===== config.mk =====
export PLATFORM = sky130hd
export DESIGN_NAME = core_clock_pipeline_memmap
export DESIGN_NICKNAME = d
export VERILOG_FILES = /design/src/design/core_pkg.sv /design/src/design/phase_gen.sv /design/src/design/gpr_ram.sv /design/src/design/core_clock_pipeline_memmap.sv
export SDC_FILE = /design/constraint.sdc
export NUM_CORES = 1
export LEC_CHECK = 0
export BUFFER_PORTS_ARGS = -buffer_cell sky130_fd_sc_hd__buf_2
export CAP_MARGIN = 15
export CELL_PAD_IN_SITES_DETAIL_PLACEMENT = 1
export CELL_PAD_IN_SITES_GLOBAL_PLACEMENT = 1
export CORE_MARGIN = 8
export CORE_UTILIZATION = 40
export CTS_CLUSTER_SIZE = 28
export DETAILED_ROUTE_END_ITERATION = 12
export GPL_TIMING_DRIVEN = 0
export PLACE_DENSITY = 0.66
export SLEW_MARGIN = 25
export SYNTH_ARGS = -nofsm -noshare
export SYNTH_HDL_FRONTEND = slang
export SYNTH_SLANG_ARGS = --single-unit

===== constraint.sdc =====
create_clock -name clk_sys -period 8.4 [get_ports clk_sys]
set_clock_uncertainty 0.1 [all_clocks]
set_input_delay 1.68 -clock clk_sys [delete_from_list [all_inputs] [get_ports clk_sys]]
set_output_delay 1.68 -clock clk_sys [all_outputs]
set_load 0.01 [all_outputs]

===== src/design/core_pkg.sv =====
package core_pkg;

    // Widths
    localparam int PC_W    = 13;
    localparam int PM_AW   = 10;
    localparam int IW      = 14;
    localparam int DW      = 8;
    localparam int GPR_AW  = 6;
    localparam int GPR_DEPTH = 36;

    // Vectors and reset values
    localparam logic [PC_W-1:0] RESET_VECTOR  = 13'h0000;
    localparam logic [PC_W-1:0] INT_VECTOR    = 13'h0004;
    localparam logic [PC_W-1:0] PC_STEP       = 13'h0001;
    localparam logic [DW-1:0]   STATUS_RESET  = 8'h18;
    localparam logic [4:0]      PROG_COUNTER_HIGH_LATCH_RESET  = 5'h00;
    localparam logic [DW-1:0]   INTERRUPT_CONTROL_RESET  = 8'h00;
    localparam logic [DW-1:0]   ACC_RESET     = 8'h00;
    localparam logic [DW-1:0]   FSR_RESET     = 8'h00;

    // Register addresses, bank 0
    localparam logic [7:0] ADDR_INDIRECT_DATA_WINDOW = 8'h00;
    localparam logic [7:0] ADDR_TIMER_COUNT          = 8'h01;
    localparam logic [7:0] ADDR_PROG_COUNTER_LOW     = 8'h02;
    localparam logic [7:0] ADDR_CORE_STATUS_FLAGS    = 8'h03;
    localparam logic [7:0] ADDR_INDIRECT_POINTER     = 8'h04;
    localparam logic [7:0] ADDR_PORT_A_PINS          = 8'h05;
    localparam logic [7:0] ADDR_PORT_B_PINS          = 8'h06;
    localparam logic [7:0] ADDR_UNIMPLEMENTED        = 8'h07;
    localparam logic [7:0] ADDR_NVM_DATA             = 8'h08;
    localparam logic [7:0] ADDR_NVM_ADDRESS          = 8'h09;
    localparam logic [7:0] ADDR_PROG_COUNTER_HIGH_LATCH = 8'h0a;
    localparam logic [7:0] ADDR_INTERRUPT_CONTROL    = 8'h0b;
    // Register addresses, bank 1
    localparam logic [7:0] ADDR_TIMER_PRESCALE_OPTIONS = 8'h81;
    localparam logic [7:0] ADDR_PORT_A_DIRECTION     = 8'h85;
    localparam logic [7:0] ADDR_PORT_B_DIRECTION     = 8'h86;
    localparam logic [7:0] ADDR_NVM_CONTROL          = 8'h88;
    localparam logic [7:0] ADDR_NVM_UNLOCK_SEQUENCE  = 8'h89;

    // Bank layout
    localparam logic [6:0] GPR_FIRST = 7'h0c;
    localparam logic [6:0] GPR_LAST  = 7'h2f;

    // Status and interrupt control bits
    localparam int STAT_RP1 = 6;
    localparam int STAT_RP0 = 5;
    localparam int STAT_Z   = 2;
    localparam int INTERRUPT_CONTROL_GIE = 7;

    // Instruction encodings
    localparam logic [1:0] OPC_JUMP      = 2'b10;
    localparam logic [1:0] OPC_LITERAL   = 2'b11;
    localparam logic [5:0] OPC_TO_FILE   = 6'h00;
    localparam logic [5:0] OPC_FROM_FILE = 6'h08;

    // Phases, Gray coded along the cycle
    typedef enum logic [1:0] {
        PH_ONE   = 2'b00,
        PH_TWO   = 2'b01,
        PH_THREE = 2'b11,
        PH_FOUR  = 2'b10
    } phase_t;

    // Peripheral register file request
    typedef struct packed {
        logic [7:0] addr;
        logic [7:0] wdata;
        logic       re;
        logic       we;
    } data_req_t;

endpackage


===== src/design/phase_gen.sv =====
`timescale 1ns/10ps
`default_nettype none
module phase_gen (
    // Clock, reset, enable
    input  wire logic       clk_sys,
    input  wire logic       reset,
    input  wire logic       clk_en,
    // Phase outputs
    output logic [3:0]      phase_vec,
    output logic            rate_out
);
    import core_pkg::*;

    phase_t     state_ff;
    phase_t     nxt_state;
    logic [3:0] nxt_vec;
    logic [3:0] phase_ff;
    logic       rate_ff;

    always_comb begin
        nxt_state = state_ff;
        nxt_vec   = 4'h0;
        unique case (state_ff)
            PH_ONE: begin
                nxt_state = PH_TWO;
                nxt_vec   = 4'h2;
            end
            PH_TWO: begin
                nxt_state = PH_THREE;
                nxt_vec   = 4'h4;
            end
            PH_THREE: begin
                nxt_state = PH_FOUR;
                nxt_vec   = 4'h8;
            end
            PH_FOUR: begin
                nxt_state = PH_ONE;
                nxt_vec   = 4'h1;
            end
        endcase
    end

    // Reset parks in the fourth phase so release starts with the first
    always_ff @(posedge clk_sys) begin
        if (reset) begin
            state_ff <= PH_FOUR;
            phase_ff <= 4'h0;
            rate_ff  <= 1'b0;
        end else if (clk_en) begin
            state_ff <= nxt_state;
            phase_ff <= nxt_vec;
            rate_ff  <= (nxt_state == PH_ONE) || (nxt_state == PH_TWO);
        end
    end

    assign phase_vec = phase_ff;
    assign rate_out  = rate_ff;
endmodule
`default_nettype wire


===== src/design/gpr_ram.sv =====
`timescale 1ns/10ps
`default_nettype none
module gpr_ram (
    // Clock, reset, enable
    input  wire logic                           clk_sys,
    input  wire logic                           reset,
    input  wire logic                           clk_en,
    // Access
    input  wire logic                           rd_en,
    input  wire logic                           wr_en,
    input  wire logic [core_pkg::GPR_AW-1:0]    idx,
    input  wire logic [core_pkg::DW-1:0]        wr_data,
    output logic [core_pkg::DW-1:0]             rd_data
);
    import core_pkg::*;

    logic [DW-1:0] mem_ff [GPR_DEPTH];
    logic [DW-1:0] rd_data_ff;

    always_ff @(posedge clk_sys) begin
        if (clk_en && wr_en && (idx < GPR_AW'(GPR_DEPTH))) begin
            mem_ff[idx] <= wr_data;
        end
    end

    always_ff @(posedge clk_sys) begin
        if (reset) begin
            rd_data_ff <= '0;
        end else if (clk_en && rd_en) begin
            rd_data_ff <= (idx < GPR_AW'(GPR_DEPTH)) ? mem_ff[idx] : '0;
        end
    end

    assign rd_data = rd_data_ff;
endmodule
`default_nettype wire


===== src/design/core_clock_pipeline_memmap.sv =====
`timescale 1ns/10ps
`default_nettype none
// How it works
// - Oscillator divided into four ordered phases
// - Instruction cycle is exactly four phases
// - Program counter advances in phase one
// - Fetched word captured in phase four
// - Fetch of next overlaps current execute
// - Latch in phase one, execute two-four
// - Operand read phase two, write phase four
// - Counter changes cost two cycles, flush
// - Separate program and data buses
// - Nonvolatile data only via address pointer
// - Thirteen-bit counter, 1K words exist
// - Addresses wrap on low ten bits
// - Reset vector 0000h, interrupt 0004h
// - Direct bank from low select bit
// - Twelve special registers, then RAM
// - Bank 1 RAM aliases bank 0
// - Indirect uses both bank bits
// - Indirect and unlock locations have no storage
// - Byte moves between accumulator and file
// - Rate output at quarter oscillator rate
// - Unimplemented locations read zero, ignore writes
module core_clock_pipeline_memmap (
    // Clock, reset, enable
    input  wire logic                       clk_sys,
    input  wire logic                       reset,
    input  wire logic                       clk_en,
    // Interrupt request pin
    input  wire logic                       int_req_pin,
    // Program memory
    output logic [core_pkg::PM_AW-1:0]      prog_addr,
    input  wire logic [core_pkg::IW-1:0]    prog_data,
    // Peripheral register file
    output var core_pkg::data_req_t         per_req,
    input  wire logic [core_pkg::DW-1:0]    per_rdata,
    // Timing and state
    output logic [3:0]                      phase_vec,
    output logic                            instr_rate_out,
    output logic [core_pkg::DW-1:0]         acc_value,
    output logic [core_pkg::PC_W-1:0]       pc_value
);
    import core_pkg::*;

    logic              ph_one;
    logic              ph_two;
    logic              ph_three;
    logic              ph_four;

    logic [2:0]        int_sync_ff;
    logic              int_lvl_ff;

    // Pipeline state
    logic [PC_W-1:0]   pc_ff;
    logic [PM_AW-1:0]  fetch_addr_ff;
    logic [IW-1:0]     fetch_buf_ff;
    logic              fetch_valid_ff;
    logic [IW-1:0]     ir_ff;
    logic              exec_valid_ff;

    // Core registers
    logic [DW-1:0]     acc_ff;
    logic [DW-1:0]     status_ff;
    logic [DW-1:0]     fsr_ff;
    logic [4:0]        prog_counter_high_latch_ff;
    logic [DW-1:0]     interrupt_control_ff;
    logic [DW-1:0]     operand_ff;
    data_req_t         per_req_ff;

    // Decode and execute
    logic              is_jump;
    logic              is_literal;
    logic              is_to_file;
    logic              is_from_file;
    logic              indirect;
    logic [6:0]        offset;
    logic [7:0]        full_addr;
    logic              sel_void;
    logic              sel_gpr;
    logic              sel_per;
    logic              per_offset;
    logic              sel_core;
    logic [GPR_AW-1:0] gpr_idx;
    logic [DW-1:0]     gpr_rdata;
    logic              gpr_rd_en;
    logic              gpr_wr_en;
    logic [DW-1:0]     core_rd;
    logic [DW-1:0]     operand_now;
    logic [DW-1:0]     result;
    logic              wr_file;
    logic              wr_acc;
    logic              wr_core;
    logic              pcl_write;
    logic              branch;
    logic              take_int;
    logic [PC_W-1:0]   branch_target;

    // Phase generator
    phase_gen u_phase (
        .clk_sys   (clk_sys),
        .reset     (reset),
        .clk_en    (clk_en),
        .phase_vec (phase_vec),
        .rate_out  (instr_rate_out)
    );

    assign ph_one   = phase_vec[0];
    assign ph_two   = phase_vec[1];
    assign ph_three = phase_vec[2];
    assign ph_four  = phase_vec[3];

    // Interrupt pin is asynchronous
    always_ff @(posedge clk_sys) begin
        if (reset) begin
            int_sync_ff <= 3'h0;
        end else if (clk_en) begin
            int_sync_ff <= {int_sync_ff[1:0], int_req_pin};
        end
    end

    // Only a level that two stages agree on is taken
    always_ff @(posedge clk_sys) begin
        if (reset) begin
            int_lvl_ff <= 1'b0;
        end else if (clk_en && (int_sync_ff[1] == int_sync_ff[2])) begin
            int_lvl_ff <= int_sync_ff[2];
        end
    end

    // Instruction class decode
    always_comb begin
        is_jump      = exec_valid_ff && (ir_ff[13:12] == OPC_JUMP);
        is_literal   = exec_valid_ff && (ir_ff[13:12] == OPC_LITERAL);
        is_to_file   = exec_valid_ff && (ir_ff[13:8] == OPC_TO_FILE) && ir_ff[7];
        is_from_file = exec_valid_ff && (ir_ff[13:8] == OPC_FROM_FILE);
    end

    // Data address decode
    always_comb begin
        indirect  = (ir_ff[6:0] == ADDR_INDIRECT_DATA_WINDOW[6:0]);
        offset    = indirect ? fsr_ff[6:0] : ir_ff[6:0];
        full_addr = {status_ff[STAT_RP0], offset};
        // Banks above the second do not exist
        sel_void  = (indirect && status_ff[STAT_RP1])
                    || (offset == ADDR_INDIRECT_DATA_WINDOW[6:0])
                    || (offset == ADDR_UNIMPLEMENTED[6:0])
                    || (offset > GPR_LAST);
        sel_gpr   = !sel_void && (offset >= GPR_FIRST);
        sel_per   = !sel_void && !sel_gpr && per_offset;
        sel_core  = !sel_void && !sel_gpr && !sel_per;
        // Bank bit dropped so both banks share one RAM
        gpr_idx   = GPR_AW'(offset - GPR_FIRST);
    end

    // Offsets served by the peripheral register file
    always_comb begin
        per_offset = (offset == ADDR_TIMER_COUNT[6:0])
                     || (offset == ADDR_PORT_A_PINS[6:0])
                     || (offset == ADDR_PORT_B_PINS[6:0])
                     || (offset == ADDR_NVM_DATA[6:0])
                     || (offset == ADDR_NVM_ADDRESS[6:0]);
    end

    // Core register read mux
    always_comb begin
        core_rd = 8'h00;
        unique case (offset)
            ADDR_PROG_COUNTER_LOW[6:0]:        core_rd = pc_ff[7:0];
            ADDR_CORE_STATUS_FLAGS[6:0]:       core_rd = status_ff;
            ADDR_INDIRECT_POINTER[6:0]:        core_rd = fsr_ff;
            ADDR_PROG_COUNTER_HIGH_LATCH[6:0]: core_rd = {3'h0, prog_counter_high_latch_ff};
            ADDR_INTERRUPT_CONTROL[6:0]:       core_rd = interrupt_control_ff;
            default:                           core_rd = 8'h00;
        endcase
    end

    // Operand source, valid in the third phase
    // Unlock location has no storage and reads as zero
    always_comb begin
        operand_now = 8'h00;
        if (sel_gpr) begin
            operand_now = gpr_rdata;
        end else if (sel_per && (full_addr != ADDR_NVM_UNLOCK_SEQUENCE)) begin
            operand_now = per_rdata;
        end else if (sel_core) begin
            operand_now = core_rd;
        end
    end

    // Execute decisions, acted on in the fourth phase
    always_comb begin
        result        = is_to_file ? acc_ff : operand_ff;
        wr_file       = (is_to_file || (is_from_file && ir_ff[7])) && !sel_void;
        wr_acc        = (is_from_file && !ir_ff[7]) || is_literal;
        wr_core       = wr_file && sel_core;
        pcl_write     = wr_core && (offset == ADDR_PROG_COUNTER_LOW[6:0]);
        branch        = is_jump || pcl_write;
        // Entry waits out a branch so its target is not lost
        take_int      = !branch && interrupt_control_ff[INTERRUPT_CONTROL_GIE] && int_lvl_ff;
        gpr_rd_en     = ph_two && sel_gpr;
        gpr_wr_en     = ph_four && wr_file && sel_gpr;
        branch_target = is_jump ? {prog_counter_high_latch_ff[4:3], ir_ff[10:0]}
                                : {prog_counter_high_latch_ff, result};
    end

    // General purpose RAM
    gpr_ram u_gpr (
        .clk_sys (clk_sys),
        .reset   (reset),
        .clk_en  (clk_en),
        .rd_en   (gpr_rd_en),
        .wr_en   (gpr_wr_en),
        .idx     (gpr_idx),
        .wr_data (result),
        .rd_data (gpr_rdata)
    );

    // Fetch side: address out, word captured
    always_ff @(posedge clk_sys) begin
        if (reset) begin
            pc_ff          <= RESET_VECTOR;
            fetch_addr_ff  <= '0;
            fetch_buf_ff   <= '0;
            fetch_valid_ff <= 1'b0;
        end else if (clk_en) begin
            if (ph_one) begin
                // Upper counter bits ignored: only 1K words exist
                fetch_addr_ff <= pc_ff[PM_AW-1:0];
                pc_ff         <= pc_ff + PC_STEP;
            end
            if (ph_four) begin
                fetch_buf_ff   <= prog_data;
                // Word fetched behind a branch is thrown away
                fetch_valid_ff <= !(branch || take_int);
                if (take_int) begin
                    pc_ff <= INT_VECTOR;
                end else if (branch) begin
                    pc_ff <= branch_target;
                end
            end
        end
    end

    // Execute side: instruction register
    always_ff @(posedge clk_sys) begin
        if (reset) begin
            ir_ff         <= '0;
            exec_valid_ff <= 1'b0;
        end else if (clk_en && ph_one) begin
            ir_ff         <= fetch_buf_ff;
            exec_valid_ff <= fetch_valid_ff;
        end
    end

    // Operand latch
    always_ff @(posedge clk_sys) begin
        if (reset) begin
            operand_ff <= '0;
        end else if (clk_en && ph_three) begin
            operand_ff <= operand_now;
        end
    end

    // Peripheral register bus, separate from the program bus
    always_ff @(posedge clk_sys) begin
        if (reset) begin
            per_req_ff <= '0;
        end else if (clk_en) begin
            per_req_ff.re <= ph_two && is_from_file && sel_per;
            per_req_ff.we <= ph_three && wr_file && sel_per;
            if (ph_two || ph_three) begin
                per_req_ff.addr  <= full_addr;
                per_req_ff.wdata <= is_to_file ? acc_ff : operand_now;
            end
        end
    end

    // Accumulator
    always_ff @(posedge clk_sys) begin
        if (reset) begin
            acc_ff <= ACC_RESET;
        end else if (clk_en && ph_four && wr_acc) begin
            acc_ff <= is_literal ? ir_ff[7:0] : result;
        end
    end

    // Status: power flags kept, zero flag from moves out of a file
    always_ff @(posedge clk_sys) begin
        if (reset) begin
            status_ff <= STATUS_RESET;
        end else if (clk_en && ph_four) begin
            if (wr_core && (offset == ADDR_CORE_STATUS_FLAGS[6:0])) begin
                status_ff <= {result[7:5], status_ff[4:3], result[2:0]};
            end else if (is_from_file) begin
                status_ff[STAT_Z] <= (result == 8'h00);
            end
        end
    end

    // Pointer and high counter latch
    always_ff @(posedge clk_sys) begin
        if (reset) begin
            fsr_ff    <= FSR_RESET;
            prog_counter_high_latch_ff <= PROG_COUNTER_HIGH_LATCH_RESET;
        end else if (clk_en && ph_four && wr_core) begin
            if (offset == ADDR_INDIRECT_POINTER[6:0]) begin
                fsr_ff <= result;
            end
            if (offset == ADDR_PROG_COUNTER_HIGH_LATCH[6:0]) begin
                prog_counter_high_latch_ff <= result[4:0];
            end
        end
    end

    // Interrupt control: entry masks further entries
    // Hardware clear of the enable outranks a same-cycle write
    always_ff @(posedge clk_sys) begin
        if (reset) begin
            interrupt_control_ff <= INTERRUPT_CONTROL_RESET;
        end else if (clk_en && ph_four) begin
            if (wr_core && (offset == ADDR_INTERRUPT_CONTROL[6:0])) begin
                interrupt_control_ff <= result;
            end
            if (take_int) begin
                interrupt_control_ff[INTERRUPT_CONTROL_GIE] <= 1'b0;
            end
        end
    end

    assign prog_addr = fetch_addr_ff;
    assign per_req   = per_req_ff;
    assign acc_value = acc_ff;
    assign pc_value  = pc_ff;
endmodule
`default_nettype wire


==> results.md <==
* DRC Markers at 0
* FMAX at 142.5 MHz
* Synthesized area per cell at 11.43 um2
* Complex-gate fraction of the synthesized area at 16.71%
* Share of flip-flops with an asynchronous set or reset at 0%
* Height of the die at 227.2 um
* Reg area at 11,310 um2
* Initial DRC Count at 1,405
* Clock period minus final worst setup slack at 7.018 ns
* Hold path start: u_phase.rate_out
* Worst Hold Depth at 1
* WP data arrival at 7.13 ns
* Multi-input gate area at 6025 um2
* Fillers at 4,780
* Share of cells above drive strength 1 at 11.52%
* Cts repair resizes at 0
* Final hold viol count at 0
* Total CTS buffers at 46
* CTS tree: yes
* Main area contributors after synthesis: edfxtp_1, dfxtp_1, nand2_1
* GPL Wtd Cong at 0.9312
* Vias per inst at 6.041
* Slew @ Worst Pin at 1.102 ns
* Htree depth at 2
* CP Launch Type: flip-flop
* Area growth syn-to-layout at 15.46%
* Synth area leader: edfxtp_1
* Final TNS setup at 0 ns
* Top-count cell post-synth: edfxtp_1
* Peak VDD IR at 0.1925 mV
* Width of the die at 227.2 um
* Synthesized cell area at 17,840 um2
* Worst skew pair latency at 0.60 ns
* Routed len/inst at 28.26 um
* Unrepaired setup endpoints after global routing: no
* Post-Synth XOR/XNOR Area at 0.6382%
* Netlist cell types at 72
* First-pass GRT wire length at 96,990 um
* Yosys warns at 0
* Core Rows at 77
* CP Class: flip-flop to flip-flop
* Initial Util at 40.43%
* Maxcap violations at 0
* Slew HR at 26.27%
* Outcome: finished clean
* Setup bufs post-CTS at 0
* Synth top area share at 48.47%
* Path depth of the worst reg2reg path at 13
* IO Pins at 80
* Count of final setup violators at 0
* DRT antenna net count at 0
* Largest family of logic cells by synthesized area: compound AO/OA/AOI/OAI gates
* EDFF count, synth at 288
* Clk sinks at 421
* Simple-gate share of the synthesized area at 12.07%
* Post-Syn Nets at 1,593
* Final worst-path cycle share at 83.54%
* LEAKAGE at 0.006622 uW
* Max clock buf depth at 3
* CTS root buffer: clkbuf_16
* Max-slew violation count at 0
* Layout Cell Area excl Fill at 20,600 um2
* Synth Instances at 1,561
* Initial antenna violation count at 3
* Worst hold-check path type: flip-flop to flip-flop
* Vias in the first global route at 14.59k
* Via Count at 14.02k
* Initial DRT Pass Iterations at 8
* Port-buffer cells at 79
* GRT Residual Overflow at 0
* RR Endpoint: u_gpr.mem_ff[29][4]
* #FFs+latches synth at 421
* Detailed placer's ending HPWL at 45,610 um
* Core area at 44,120 um2
* Hold Path End: u_phase.rate_out
* R2r setup slk at 1.38 ns
* Post-Synth Adder-Cell Area at 0.4208%
* Pwr Density at 211.6 nW/um2
* Post-Route WL at 65,590 um
* Reg-to-Reg Start: ir_ff[5]
* Final net count at 1,723
* Crit-path max FO at 12
* Final hold slack at 0.3512 ns
* Top FF cell, synth: edfxtp_1
* Post-synthesis sequential area ratio at 63.40%
* Worst setup EP type: flip-flop
* Die area at 51,620 um2
* All-layer global routing usage at 25.35%
* # hold bufs at CTS at 0
* Crit path required time at 8.51 ns
* Area after DPL at 19,050 um2
* Pin count of the biggest net entering global routing at 38
* Commonest cells post-synth: edfxtp_1, nand2_1, nor2_1
* Worst-path clk slew at 0.06 ns
* Post-synthesis mux area share at 3.745%
flip-flops by register name, indices dropped and copies added, names as in the netlist:
register,flops
exec_valid_ff,1
int_sync_ff,3
status_ff,6
u_gpr.mem_ff,288
fetch_valid_ff,1
u_phase.phase_vec,4
pc_value,13
u_phase.rate_out,1
interrupt_control_ff,8
per_req,18
u_gpr.rd_data,8
prog_addr,10
fetch_buf_ff,14
acc_value,8
operand_ff,8
prog_counter_high_latch_ff,5
int_lvl_ff,1
u_phase.state_ff,2
fsr_ff,8
ir_ff,14
layer usage:
layer	wire length, um	global-route usage, %	up-vias
li1	-	-	6206
met1	26300	30.70	7169
met2	32520	43.83	509
met3	3801	4.045	137
met4	2972	12.15	0
met5	0	0	-
layout make-up:
type                       instances  share of cell area (%)
buffer                           117                   2.187
antenna                            1                 0.01215
tap                              592                   3.596
timing repair buffer              82                   2.168
clock buffer                      62                   6.226
multi-input combinational        999                   29.25
sequential                       421                   54.91
clock inverter                    23                   1.221
inverter                          24                  0.4373
power by group:
group | total (uW) | switching (uW) | internal, uW
Sequential | 2200 | 9.48 | 2200
Clock | 2070 | 874 | 1200
Combinational | 79.5 | 53.1 | 26.4
how the worst max path moves through the flow:
stage / to / from / depth (start not counted) / slack (ns)
after floorplan: u_gpr.mem_ff[24][0] / ir_ff[4] / 13 / 4.05
after global placement: u_gpr.mem_ff[22][0] / ir_ff[5] / 12 / 1.56
after detailed placement: u_gpr.mem_ff[28][3] / ir_ff[5] / 13 / 1.49
after CTS: u_gpr.mem_ff[30][6] / ir_ff[5] / 13 / 1.48
after global routing: u_gpr.mem_ff[29][4] / ir_ff[5] / 13 / 1.12
final: u_gpr.mem_ff[29][4] / ir_ff[5] / 13 / 1.38
metrics by stage:
| step | worst slack (ns) | util, % | cells | power (uW) |
|---|---|---|---|---|
| floorplan | 4.050 | - | 1561 | 2291 |
| global placement | 1.558 | 43.01 | 2232 | 2327 |
| detailed placement | 1.488 | 43.17 | 2235 | 2329 |
| CTS | 1.483 | 46.65 | 2320 | 4388 |
| global route | 1.117 | 46.68 | 2320 | 4477 |
| finish | 1.382 | 46.69 | 2321 | 4359 |
critical path, stage by stage (launching register included):
cell       delay (ns)
dfxtp_1          0.31
clkbuf_1         0.33
nor3_2           0.63
a41oi_1          0.34
inv_1            0.20
clkbuf_1         0.73
clkbuf_1         0.61
ha_1             0.27
clkbuf_1         0.36
xnor2_1          0.45
nand2_1          0.22
a2111oi_4        0.73
nand3_1          0.41
nor2_1           0.94
cell usage in the layout, fill, tap and decap left out, types with 56 or more instances in the layout:
cell      instances
mux2i_1          60
nand2_1         206
edfxtp_1        288
clkbuf_1        106
a21oi_1          99
dfxtp_1         133
nor2_1          129
o21ai_0          81
buf_2            88
a221oi_1         56
cells by family after synthesis:
| family | after synthesis |
|---|---|
| AND/OR/NAND/NOR | 483 |
| AO/OA/AOI/OAI | 431 |
| flip-flops | 421 |
| buffers and inverters | 141 |
| multiplexers | 66 |
| XOR/XNOR | 13 |
| adder cells (fa/ha/maj) | 6 |
(Power assumes the default switching activity.)
